File: src/common/fp_status_pkg.sv
// package for the floating-point status and skip unit
// assumes a single processor clock shared by all users
package fp_status_pkg;

	// bit positions of the status word
	localparam int unsigned ANY_BIT        = 0;
	localparam int unsigned EXP_HIGH_BIT   = 1;
	localparam int unsigned EXP_LOW_BIT    = 2;
	localparam int unsigned DIV_NIL_BIT    = 3;
	localparam int unsigned FRAC_CARRY_BIT = 4;
	localparam int unsigned TRAP_ALLOW_BIT = 5;
	localparam int unsigned RESULT_NIL_BIT = 6;
	localparam int unsigned BELOW_ZERO_BIT = 7;
	localparam int unsigned KIND_LSB       = 12;
	localparam int unsigned FAULT_PC_LSB   = 17;

	// widths
	localparam int unsigned PC_W       = 15;
	localparam int unsigned STATUS_W   = 64;
	localparam int unsigned LOAD_W     = 32;
	localparam int unsigned EXP_W      = 7;
	localparam int unsigned RAW_EXP_W  = 9;

	// program counter steps
	localparam logic [14:0] PC_STEP_ONE  = 15'h0001;
	localparam logic [14:0] PC_STEP_TWO  = 15'h0002;
	localparam logic [14:0] PC_RESET     = 15'h0000;

	// exponent limits, excess-64 seven-bit field
	localparam logic signed [8:0] EXP_MAX = 9'sh07F;
	localparam logic signed [8:0] EXP_MIN = 9'sh000;

	// reset value of the software-visible status bits
	localparam logic [31:0] STATUS_RESET = 32'h0000_0000;

	// identification of the unit; value is arbitrary
	localparam logic [3:0] FPU_KIND_DEFAULT = 4'h5;

	typedef enum logic [4:0] {
		OP_FIXED,
		OP_ARITH,
		OP_DIVIDE,
		OP_COMPARE,
		OP_NEVER_SKIP,
		OP_SKIP_ALWAYS,
		OP_SKIP_IF_NIL,
		OP_SKIP_IF_NOT_NIL,
		OP_SKIP_IF_GE,
		OP_SKIP_IF_LT,
		OP_SKIP_IF_GT,
		OP_SKIP_IF_LE,
		OP_SKIP_IF_NO_DIVZERO,
		OP_SKIP_IF_NO_ERROR,
		OP_SKIP_IF_NO_FRACCARRY,
		OP_SKIP_IF_NO_OVF,
		OP_SKIP_IF_NO_UNF,
		OP_SKIP_NO_HIGH_NO_DIVZERO,
		OP_SKIP_NO_LOW_NO_DIVZERO,
		OP_SKIP_NO_LOW_NO_HIGH,
		OP_CLEAR_ERRORS,
		OP_LOAD_STATUS,
		OP_STORE_STATUS,
		OP_TRAP_ON,
		OP_TRAP_OFF
	} op_e;

	// status word, low 32 bits, bit 0 at the right
	typedef struct packed {
		logic [14:0] fault_pc;
		logic        rsv_hi;
		logic [3:0]  kind;
		logic [3:0]  rsv_mid;
		logic        below_zero;
		logic        result_nil;
		logic        trap_allow;
		logic        frac_carry;
		logic        divisor_nil;
		logic        exp_low;
		logic        exp_high;
		logic        any_err;
	} fp_status_s;

	// one instruction from the sequencer
	typedef struct packed {
		op_e         op;
		logic [14:0] pc;
		logic        two_word;
	} op_req_s;

	// outcome of the floating-point datapath for this instruction
	typedef struct packed {
		logic [8:0]  raw_exp;
		logic        frac_carry;
		logic        nil;
		logic        neg;
		logic        divisor_nil;
	} dp_result_s;

endpackage

File: src/core/fp_status_skip_trap_unit.sv
// status word, skip and trap logic of the floating-point unit
// assumes the sequencer presents one operation per valid cycle
`timescale 1ns/1ns
`default_nettype none
module fp_status_skip_trap_unit #(
	parameter logic [3:0] FPU_KIND = fp_status_pkg::FPU_KIND_DEFAULT
) (
	// clock and reset
	input  wire logic                         clk_i,
	input  wire logic                         rst_i,
	// operation from the sequencer
	input  wire logic                         op_valid_i,
	input  wire fp_status_pkg::op_req_s       op_i,
	input  wire fp_status_pkg::dp_result_s    dp_i,
	input  wire logic [31:0]                  load_data_i,
	// flow control to the sequencer
	output logic [14:0]                       pc_o,
	output logic                              skip_o,
	output logic                              trap_o,
	// result and status
	output logic                              result_write_o,
	output logic [6:0]                        exp_field_o,
	output logic [63:0]                       status_o,
	output logic [31:0]                       store_data_o,
	output logic                              store_valid_o
);
	typedef struct packed {
		fp_status_pkg::fp_status_s st;
		logic                      fault_pend;
		logic [14:0]               pc;
		logic                      skip;
		logic                      trap;
		logic                      wr;
		logic [6:0]                exp;
		logic [31:0]               store;
		logic                      store_v;
	} state_s;

	state_s s_q;
	state_s s_d;

	fp_status_pkg::fp_status_s st_view;
	logic                      is_skip;
	logic                      take;
	logic [6:0]                exp_field;
	logic                      exp_high;
	logic                      exp_low;
	logic                      fault_now;
	logic                      is_fp;

	// summary bit derived from fault flags
	function automatic fp_status_pkg::fp_status_s view(input fp_status_pkg::fp_status_s s,
		input logic [3:0] kind);
		fp_status_pkg::fp_status_s v;
		v         = s;
		v.any_err = s.exp_high | s.exp_low | s.divisor_nil | s.frac_carry;
		v.kind    = kind;
		v.rsv_mid = 4'h0;
		v.rsv_hi  = 1'b0;
		return v;
	endfunction

	assign st_view = view(s_q.st, FPU_KIND);

	fp_skip_decide u_skip (
		.op_i      (op_i.op),
		.st_i      (st_view),
		.is_skip_o (is_skip),
		.take_o    (take)
	);

	fp_exp_wrap u_exp (
		.raw_i   (dp_i.raw_exp),
		.field_o (exp_field),
		.high_o  (exp_high),
		.low_o   (exp_low)
	);

	assign is_fp = op_i.op != fp_status_pkg::OP_FIXED;

	always_comb begin
		s_d         = s_q;
		s_d.skip    = 1'b0;
		s_d.trap    = 1'b0;
		s_d.wr      = 1'b0;
		s_d.store_v = 1'b0;
		fault_now   = 1'b0;
		if (op_valid_i) begin
			if (is_fp && s_q.fault_pend && s_q.st.trap_allow) begin
				s_d.trap       = 1'b1;
				s_d.fault_pend = 1'b0;
				s_d.pc         = op_i.pc;
			end else begin
				if (is_fp)
					s_d.fault_pend = 1'b0;
				s_d.pc = op_i.pc + (op_i.two_word ? fp_status_pkg::PC_STEP_TWO
					: fp_status_pkg::PC_STEP_ONE);
				if (is_skip && take) begin
					s_d.skip = 1'b1;
					s_d.pc   = op_i.pc + fp_status_pkg::PC_STEP_TWO;
				end
				case (op_i.op)
					fp_status_pkg::OP_ARITH: begin
						s_d.wr  = 1'b1;
						s_d.exp = exp_field;
						s_d.st.exp_high   = s_q.st.exp_high | exp_high;
						s_d.st.exp_low    = s_q.st.exp_low | exp_low;
						s_d.st.frac_carry = s_q.st.frac_carry | dp_i.frac_carry;
						s_d.st.result_nil = dp_i.nil;
						s_d.st.below_zero = dp_i.neg;
						fault_now = exp_high | exp_low | dp_i.frac_carry;
					end
					fp_status_pkg::OP_DIVIDE: begin
						if (dp_i.divisor_nil) begin
							s_d.st.divisor_nil = 1'b1;
							fault_now = 1'b1;
						end else begin
							s_d.wr  = 1'b1;
							s_d.exp = exp_field;
							s_d.st.exp_high   = s_q.st.exp_high | exp_high;
							s_d.st.exp_low    = s_q.st.exp_low | exp_low;
							s_d.st.frac_carry = s_q.st.frac_carry | dp_i.frac_carry;
							s_d.st.result_nil = dp_i.nil;
							s_d.st.below_zero = dp_i.neg;
							fault_now = exp_high | exp_low | dp_i.frac_carry;
						end
					end
					fp_status_pkg::OP_COMPARE: begin
						s_d.st.result_nil = dp_i.nil;
						s_d.st.below_zero = dp_i.neg;
					end
					fp_status_pkg::OP_CLEAR_ERRORS: begin
						s_d.st.exp_high    = 1'b0;
						s_d.st.exp_low     = 1'b0;
						s_d.st.divisor_nil = 1'b0;
						s_d.st.frac_carry  = 1'b0;
						s_d.st.any_err     = 1'b0;
					end
					fp_status_pkg::OP_LOAD_STATUS: begin
						s_d.st = load_data_i;
					end
					fp_status_pkg::OP_STORE_STATUS: begin
						s_d.store   = st_view;
						s_d.store_v = 1'b1;
					end
					fp_status_pkg::OP_TRAP_ON:  s_d.st.trap_allow = 1'b1;
					fp_status_pkg::OP_TRAP_OFF: s_d.st.trap_allow = 1'b0;
					default: ;
				endcase
				if (fault_now) begin
					s_d.st.fault_pc = op_i.pc;
					s_d.fault_pend  = 1'b1;
				end
			end
		end
	end

	always_ff @(posedge clk_i) begin
		if (rst_i) begin
			s_q <= '0;
		end else begin
			s_q <= s_d;
		end
	end

	assign status_o       = {32'h0000_0000, view(s_q.st, FPU_KIND)};
	assign pc_o           = s_q.pc;
	assign skip_o         = s_q.skip;
	assign trap_o         = s_q.trap;
	assign result_write_o = s_q.wr;
	assign exp_field_o    = s_q.exp;
	assign store_data_o   = s_q.store;
	assign store_valid_o  = s_q.store_v;

	// checks
	property p_any_summary;
		@(posedge clk_i) disable iff (rst_i)
		status_o[fp_status_pkg::ANY_BIT] == (|status_o[4:1]);
	endproperty
	a_any_summary: assert property (p_any_summary) else $error("summary bit wrong");

	property p_skip_pc;
		@(posedge clk_i) disable iff (rst_i)
		op_valid_i && !trap_o ##1 skip_o |-> pc_o == $past(op_i.pc) + fp_status_pkg::PC_STEP_TWO;
	endproperty
	a_skip_pc: assert property (p_skip_pc) else $error("skip pc not plus two");

	property p_always_skip;
		@(posedge clk_i) disable iff (rst_i)
		op_valid_i && op_i.op == fp_status_pkg::OP_SKIP_ALWAYS
			&& !(s_q.fault_pend && s_q.st.trap_allow) |=> skip_o;
	endproperty
	a_always_skip: assert property (p_always_skip) else $error("skip always missed");

	property p_never_skip;
		@(posedge clk_i) disable iff (rst_i)
		op_valid_i && (op_i.op == fp_status_pkg::OP_NEVER_SKIP
			|| op_i.op == fp_status_pkg::OP_COMPARE) |=> !skip_o;
	endproperty
	a_never_skip: assert property (p_never_skip) else $error("unexpected skip");

	property p_gt_skip;
		@(posedge clk_i) disable iff (rst_i)
		op_valid_i && op_i.op == fp_status_pkg::OP_SKIP_IF_GT && !s_q.fault_pend
			|=> skip_o == !($past(status_o[6]) || $past(status_o[7]));
	endproperty
	a_gt_skip: assert property (p_gt_skip) else $error("greater skip wrong");

	property p_clear;
		@(posedge clk_i) disable iff (rst_i)
		op_valid_i && op_i.op == fp_status_pkg::OP_CLEAR_ERRORS && !trap_o
			&& !(s_q.fault_pend && s_q.st.trap_allow)
			|=> status_o[4:0] == 5'h00 && status_o[31:5] == $past(status_o[31:5]);
	endproperty
	a_clear: assert property (p_clear) else $error("clear errors wrong");

	property p_divzero_abort;
		@(posedge clk_i) disable iff (rst_i)
		op_valid_i && op_i.op == fp_status_pkg::OP_DIVIDE && dp_i.divisor_nil
			&& !(s_q.fault_pend && s_q.st.trap_allow)
			|=> !result_write_o && status_o[fp_status_pkg::DIV_NIL_BIT]
			&& status_o[31:17] == $past(op_i.pc);
	endproperty
	a_divzero_abort: assert property (p_divzero_abort) else $error("divide fault wrong");

	property p_sticky;
		@(posedge clk_i) disable iff (rst_i)
		status_o[fp_status_pkg::EXP_HIGH_BIT] && !(op_valid_i
			&& (op_i.op == fp_status_pkg::OP_CLEAR_ERRORS
			|| op_i.op == fp_status_pkg::OP_LOAD_STATUS))
			|=> status_o[fp_status_pkg::EXP_HIGH_BIT];
	endproperty
	a_sticky: assert property (p_sticky) else $error("fault flag lost");

	property p_trap;
		@(posedge clk_i) disable iff (rst_i)
		op_valid_i && op_i.op != fp_status_pkg::OP_FIXED && s_q.fault_pend
			&& status_o[fp_status_pkg::TRAP_ALLOW_BIT]
			|=> trap_o && !skip_o && pc_o == $past(op_i.pc);
	endproperty
	a_trap: assert property (p_trap) else $error("trap not taken");

	property p_kind;
		@(posedge clk_i) disable iff (rst_i)
		status_o[15:12] == FPU_KIND && status_o[11:8] == 4'h0 && !status_o[16];
	endproperty
	a_kind: assert property (p_kind) else $error("kind or reserved bits wrong");

	property p_seq_step;
		@(posedge clk_i) disable iff (rst_i)
		op_valid_i && op_i.op == fp_status_pkg::OP_FIXED && op_i.two_word
			|=> pc_o == $past(op_i.pc) + fp_status_pkg::PC_STEP_TWO;
	endproperty
	a_seq_step: assert property (p_seq_step) else $error("two-word step wrong");

	property p_div_write;
		@(posedge clk_i) disable iff (rst_i)
		op_valid_i && op_i.op == fp_status_pkg::OP_DIVIDE && !dp_i.divisor_nil
			&& !(s_q.fault_pend && s_q.st.trap_allow)
			|=> result_write_o && exp_field_o == $past(dp_i.raw_exp[6:0]);
	endproperty
	a_div_write: assert property (p_div_write) else $error("divide result not written");

	c_skip_taken: cover property (@(posedge clk_i) disable iff (rst_i) skip_o);
	c_trap_taken: cover property (@(posedge clk_i) disable iff (rst_i) trap_o);
	c_store_out:  cover property (@(posedge clk_i) disable iff (rst_i) store_valid_o);
	c_overflow:   cover property (@(posedge clk_i) disable iff (rst_i)
		op_valid_i && op_i.op == fp_status_pkg::OP_ARITH && exp_high);
endmodule
`default_nettype wire

File: src/core/fp_skip_decide.sv
// skip condition decoder for the floating-point skip operations
// assumes status flags are stable while the operation is presented
`timescale 1ns/1ns
`default_nettype none
module fp_skip_decide (
	// operation and flags
	input  wire fp_status_pkg::op_e   op_i,
	input  wire fp_status_pkg::fp_status_s st_i,
	// decision
	output logic                      is_skip_o,
	output logic                      take_o
);
	always_comb begin
		is_skip_o = 1'b1;
		take_o    = 1'b0;
		case (op_i)
			fp_status_pkg::OP_NEVER_SKIP:              take_o = 1'b0;
			fp_status_pkg::OP_SKIP_ALWAYS:             take_o = 1'b1;
			fp_status_pkg::OP_SKIP_IF_NIL:             take_o = st_i.result_nil;
			fp_status_pkg::OP_SKIP_IF_NOT_NIL:         take_o = !st_i.result_nil;
			fp_status_pkg::OP_SKIP_IF_GE:              take_o = !st_i.below_zero;
			fp_status_pkg::OP_SKIP_IF_LT:              take_o = st_i.below_zero;
			fp_status_pkg::OP_SKIP_IF_GT:
				take_o = !st_i.result_nil && !st_i.below_zero;
			fp_status_pkg::OP_SKIP_IF_LE:
				take_o = st_i.result_nil || st_i.below_zero;
			fp_status_pkg::OP_SKIP_IF_NO_DIVZERO:      take_o = !st_i.divisor_nil;
			fp_status_pkg::OP_SKIP_IF_NO_ERROR:        take_o = !st_i.any_err;
			fp_status_pkg::OP_SKIP_IF_NO_OVF:          take_o = !st_i.exp_high;
			fp_status_pkg::OP_SKIP_IF_NO_UNF:          take_o = !st_i.exp_low;
			fp_status_pkg::OP_SKIP_IF_NO_FRACCARRY:    take_o = !st_i.frac_carry;
			fp_status_pkg::OP_SKIP_NO_HIGH_NO_DIVZERO:
				take_o = !st_i.exp_high && !st_i.divisor_nil;
			fp_status_pkg::OP_SKIP_NO_LOW_NO_DIVZERO:
				take_o = !st_i.exp_low && !st_i.divisor_nil;
			fp_status_pkg::OP_SKIP_NO_LOW_NO_HIGH:
				take_o = !st_i.exp_low && !st_i.exp_high;
			default: begin
				is_skip_o = 1'b0;
				take_o    = 1'b0;
			end
		endcase
	end
endmodule
`default_nettype wire

File: src/core/fp_exp_wrap.sv
// exponent range check and wrap of an excess-64 result exponent
// assumes the raw exponent is the signed biased sum from the datapath
`timescale 1ns/1ns
`default_nettype none
module fp_exp_wrap (
	// raw biased exponent
	input  wire logic [8:0] raw_i,
	// wrapped field and faults
	output logic [6:0]      field_o,
	output logic            high_o,
	output logic            low_o
);
	always_comb begin
		high_o  = $signed(raw_i) > fp_status_pkg::EXP_MAX;
		low_o   = $signed(raw_i) < fp_status_pkg::EXP_MIN;
		// modulo 128 leaves field 128 off
		field_o = raw_i[6:0];
	end
endmodule
`default_nettype wire

File: config.mk
export PLATFORM = sky130hd
export DESIGN_NAME = fp_status_skip_trap_unit
export DESIGN_NICKNAME = d
export VERILOG_FILES = /design/src/common/fp_status_pkg.sv /design/src/core/fp_status_skip_trap_unit.sv /design/src/core/fp_skip_decide.sv /design/src/core/fp_exp_wrap.sv
export SDC_FILE = /design/constraint.sdc
export NUM_CORES = 1
export LEC_CHECK = 0
export BUFFER_PORTS_ARGS = -buffer_cell sky130_fd_sc_hd__clkbuf_2
export CELL_PAD_IN_SITES_DETAIL_PLACEMENT = 0
export CELL_PAD_IN_SITES_GLOBAL_PLACEMENT = 2
export CORE_ASPECT_RATIO = 0.6
export CORE_UTILIZATION = 27
export CTS_CLUSTER_DIAMETER = 100
export DETAILED_ROUTE_END_ITERATION = 6
export GPL_ROUTABILITY_DRIVEN = 0
export PLACE_DENSITY = 0.85
export SLEW_MARGIN = 20
export SYNTH_ARGS = -nofsm -noshare
export SYNTH_HDL_FRONTEND = slang
export SYNTH_HIERARCHICAL = 1
export SYNTH_SLANG_ARGS = --single-unit
File: constraint.sdc
create_clock -name clk_i -period 3 [get_ports clk_i]
set_clock_uncertainty 0.1 [all_clocks]
set_input_delay 0.15 -clock clk_i [delete_from_list [all_inputs] [get_ports clk_i]]
set_output_delay 0.15 -clock clk_i [all_outputs]
set_load 0.005 [all_outputs]
==> implementation parameters <==
Parameter                              Value

Placement
  Pre-CTS setup slack    0.0962 ns
  Count of placed standard cells including taps    820
  Area after detailed placement    0.00473 mm2
  Port-buffer cells    132
  DPL Wire Length    9770 um

Routing
  DRC violation count after routing    0
  Met2 wirelength from detailed routing    5130 um
  Via count    3724
  Detailed-route wire length per cell    15.2 um
  Average via count per standard cell    4.42
  Detailed router's first-iteration violation count    208
  Routed metal-1 wirelength    6580 um
  Sum of met3 wire segment lengths after detailed routing    960 um
  Highest layer used for signal routing    met4
  Post-detailed-route count of antenna-violating nets    0
  DR pass1 iterations    4
  Drt total wl    12800 um

Clocking
  Clock-pin slew on the worst setup and hold paths    0.06 ns
  Sinks on the clock net    73
  Buffer levels on the longest clock path    2
  Cts bufs inserted    9
  Clock tree root driver cell    sky130_fd_sc_hd__clkbuf_16
  Number of levels in the clock H-tree    3
  CTS tree    built
  Source-to-sink clock delay at the later pin of the worst-skew pair    0.33 ns

Synthesis
  Cell types with the largest area share after synthesis    sky130_fd_sc_hd__dfxtp_1, sky130_fd_sc_hd__buf_4, sky130_fd_sc_hd__nand2_1, sky130_fd_sc_hd__nor2_1, sky130_fd_sc_hd__a211oi_2
  Cell with the most instances after synthesis    sky130_fd_sc_hd__buf_4
  Count of flip-flops with a built-in enable after synthesis    0
  Number of warnings printed during yosys synthesis    6
  Syn Inst Count    554
  Number of synthesized register bits    73
  Mean cell area of the mapped netlist    8.28 um2
  Most used standard cells in the synthesized netlist    sky130_fd_sc_hd__buf_4, sky130_fd_sc_hd__dfxtp_1, sky130_fd_sc_hd__nand2_1
  Portion of synthesized cell area occupied by the leading cell type    31.9%
  Leading register cell type out of synthesis    sky130_fd_sc_hd__dfxtp_1
  Distinct cell type count after synthesis    60
  Proportion of synthesized chip area in sequential cells    31.9%
  Post-synthesis instance area    0.00459 mm2
  Proportion of synthesized flip-flops having asynchronous set or reset    0%
  Biggest area consumer among synthesized cells    sky130_fd_sc_hd__dfxtp_1

Worst setup path
  Data arrival, critical path    2.96 ns
  Critical path capture point type    flip-flop
  Worst Path Required    3.15 ns
  Reg-to-Reg Start    status_o[1]
  Crit path launch    status_o[1]
  Startpoint type of the worst setup path    flip-flop
  Worst-path fanout max    4
  Worst setup path category    flip-flop to flip-flop

Job
  Max_cap viols    0

STA
  Final hold vios    0
  Slack of the critical path    0.199 ns
  Unrepaired setup endpoints after global routing    no
  Achievable clock frequency    0.357 GHz
  Least-Margin Pin Slew    0.909 ns
  Portion of the clock cycle consumed by the worst path in the final layout    93.4%
  Final sum of negative setup slack    0 ns
  Setup Viol. Count Final    0
  Hold WS    0.0571 ns
  Final min period    2.80 ns
  Slew HR    39.4%
  Fin. max-slew vios    0

GRT
  Remaining global-route overflow    0
  Total Routing Usage GR    14.4%
  Number of global-route vias before repair    3379
  Antenna violations before repair    0
  Wire length of the first global-routing pass    18800 um
  Pin count of the biggest net entering global routing    50

Layout
  Nets@finish    684
  Area of the multi-input gates    0.00219 mm2
  Final antenna diode count    0
  Cell area after layout    0.00516 mm2
  # fillers    1785
  Post-synthesis to final-layout area growth    12.5%
  Cell Count, Final, Fillers Out    843
  Storage element area    0.00146 mm2
  Ratio of cells with drive above 1 in the final layout    31.4%
  Final design utilization    31.4%

Min path
  Worst min-delay path category    primary input to flip-flop
  Hold Startpoint    dp_i[1]

Floorplanning
  Die boundary height    103 um
  Site Rows    36
  Boundary Pins    191
  Core box area    0.0164 mm2
  Floorplan die width    170 um
  Starting density of the core    27.9%
  Total die area    0.0175 mm2

Pwr
  Leakage    2.19 nW
  Total power of the final layout    2.50 mW
  Worst ir drop on vdd    224 uV
  Ratio of total power to cell area    485 mW/mm2

Outcome
  Status    finished clean
-- registers in the layout (all words and copies together) (netlist names) --
| register | cells |
|---|---|
| store_data_o | 24 |
| pc_o | 15 |
| store_valid_o | 1 |
| trap_o | 1 |
| skip_o | 1 |
| status_o | 22 |
| s_q | 1 |
| result_write_o | 1 |
| exp_field_o | 7 |
-- area by class of cell --
class / count / area share, %
Tap cell: 228 / 5.53
Clock buffer: 9 / 4.36
Inverter: 8 / 0.582
Clock inverter: 6 / 1.79
Sequential cell: 73 / 28.3
Multi-Input combinational cell: 361 / 42.4
Timing Repair Buffer: 158 / 17.0
-- what timing repair did --
| item | in CTS | in global routing |
|---|---|---|
| gates resized for setup | 0 | 4 |
| hold buffers | 8 | 0 |
| buffers inserted | 0 | 0 |
| hold endpoints to repair | 8 | 0 |
| endpoints found under the setup margin | 0 | 7 |
-- final timing paths --
path | endpoint | slack (ns) | depth (start not counted)
setup / recovery | pc_o[10] | 0.20 | 11
hold / removal | status_o[7] | 0.06 | 3
setup reg to reg | pc_o[10] | 0.20 | 11
hold reg to reg | store_data_o[30] | 0.36 | 2
-- cells in the final DEF, fill, tap and decap left out, types with 4 or more instances in the layout --
cell,count
sky130_fd_sc_hd__nand4_1,6
sky130_fd_sc_hd__clkbuf_2,132
sky130_fd_sc_hd__o21ai_1,4
sky130_fd_sc_hd__and3_1,6
sky130_fd_sc_hd__conb_1,48
sky130_fd_sc_hd__dfxtp_1,73
sky130_fd_sc_hd__o21ai_0,5
sky130_fd_sc_hd__mux2i_1,12
sky130_fd_sc_hd__buf_4,18
sky130_fd_sc_hd__xor2_1,6
sky130_fd_sc_hd__a211oi_2,17
sky130_fd_sc_hd__xnor2_1,6
sky130_fd_sc_hd__a211oi_1,16
sky130_fd_sc_hd__a31oi_1,4
sky130_fd_sc_hd__inv_1,8
sky130_fd_sc_hd__a22oi_1,17
sky130_fd_sc_hd__nand2b_1,5
sky130_fd_sc_hd__nor3_1,11
sky130_fd_sc_hd__clkbuf_16,9
sky130_fd_sc_hd__dlygate4sd3_1,8
sky130_fd_sc_hd__nand2_1,63
sky130_fd_sc_hd__a21oi_1,31
sky130_fd_sc_hd__nand3_1,5
sky130_fd_sc_hd__nor2_1,52
-- cell families after synthesis --
family,after synthesis,share of synthesized area (%)
buffers and inverters,166,24.8
and+or+nand+nor,173,18.4
xor gates and xnor gates,12,2.29
other,2,0.164
muxes,12,2.62
adders and majority gates,4,1.25
DFF,73,31.9
AOI/OAI and AO/OA,112,18.6
-- routing by layer --
| layer | vias to the layer above | track usage (%) |
|---|---|---|
| li1 | 1855 | - |
| met3 | 11 | 5.22 |
| met5 | - | 0 |
| met1 | 1725 | 20.8 |
| met2 | 133 | 19.4 |
| met4 | 0 | 4.37 |
-- worst max-delay path, cell delays in order (launching register included) --
cell	delay, ns
sky130_fd_sc_hd__dfxtp_1	0.30
sky130_fd_sc_hd__or4_1	0.56
sky130_fd_sc_hd__nand2b_1	0.17
sky130_fd_sc_hd__o22ai_1	0.12
sky130_fd_sc_hd__nand4b_1	0.12
sky130_fd_sc_hd__o311ai_2	0.13
sky130_fd_sc_hd__nand2_1	0.17
sky130_fd_sc_hd__a2111oi_4	0.36
sky130_fd_sc_hd__buf_4	0.18
sky130_fd_sc_hd__nand4_1	0.11
sky130_fd_sc_hd__xor2_1	0.18
sky130_fd_sc_hd__a211oi_2	0.21
-- power breakdown --
part / internal (mW) / leakage (nW) / switching (mW)
sequential: 0.995 / 0.593 / 0.0204
clock: 0.728 / 0.148 / 0.441
combinational: 0.129 / 1.45 / 0.188
total: 1.85 / 2.19 / 0.650
Power figures use the tool's default switching activity.
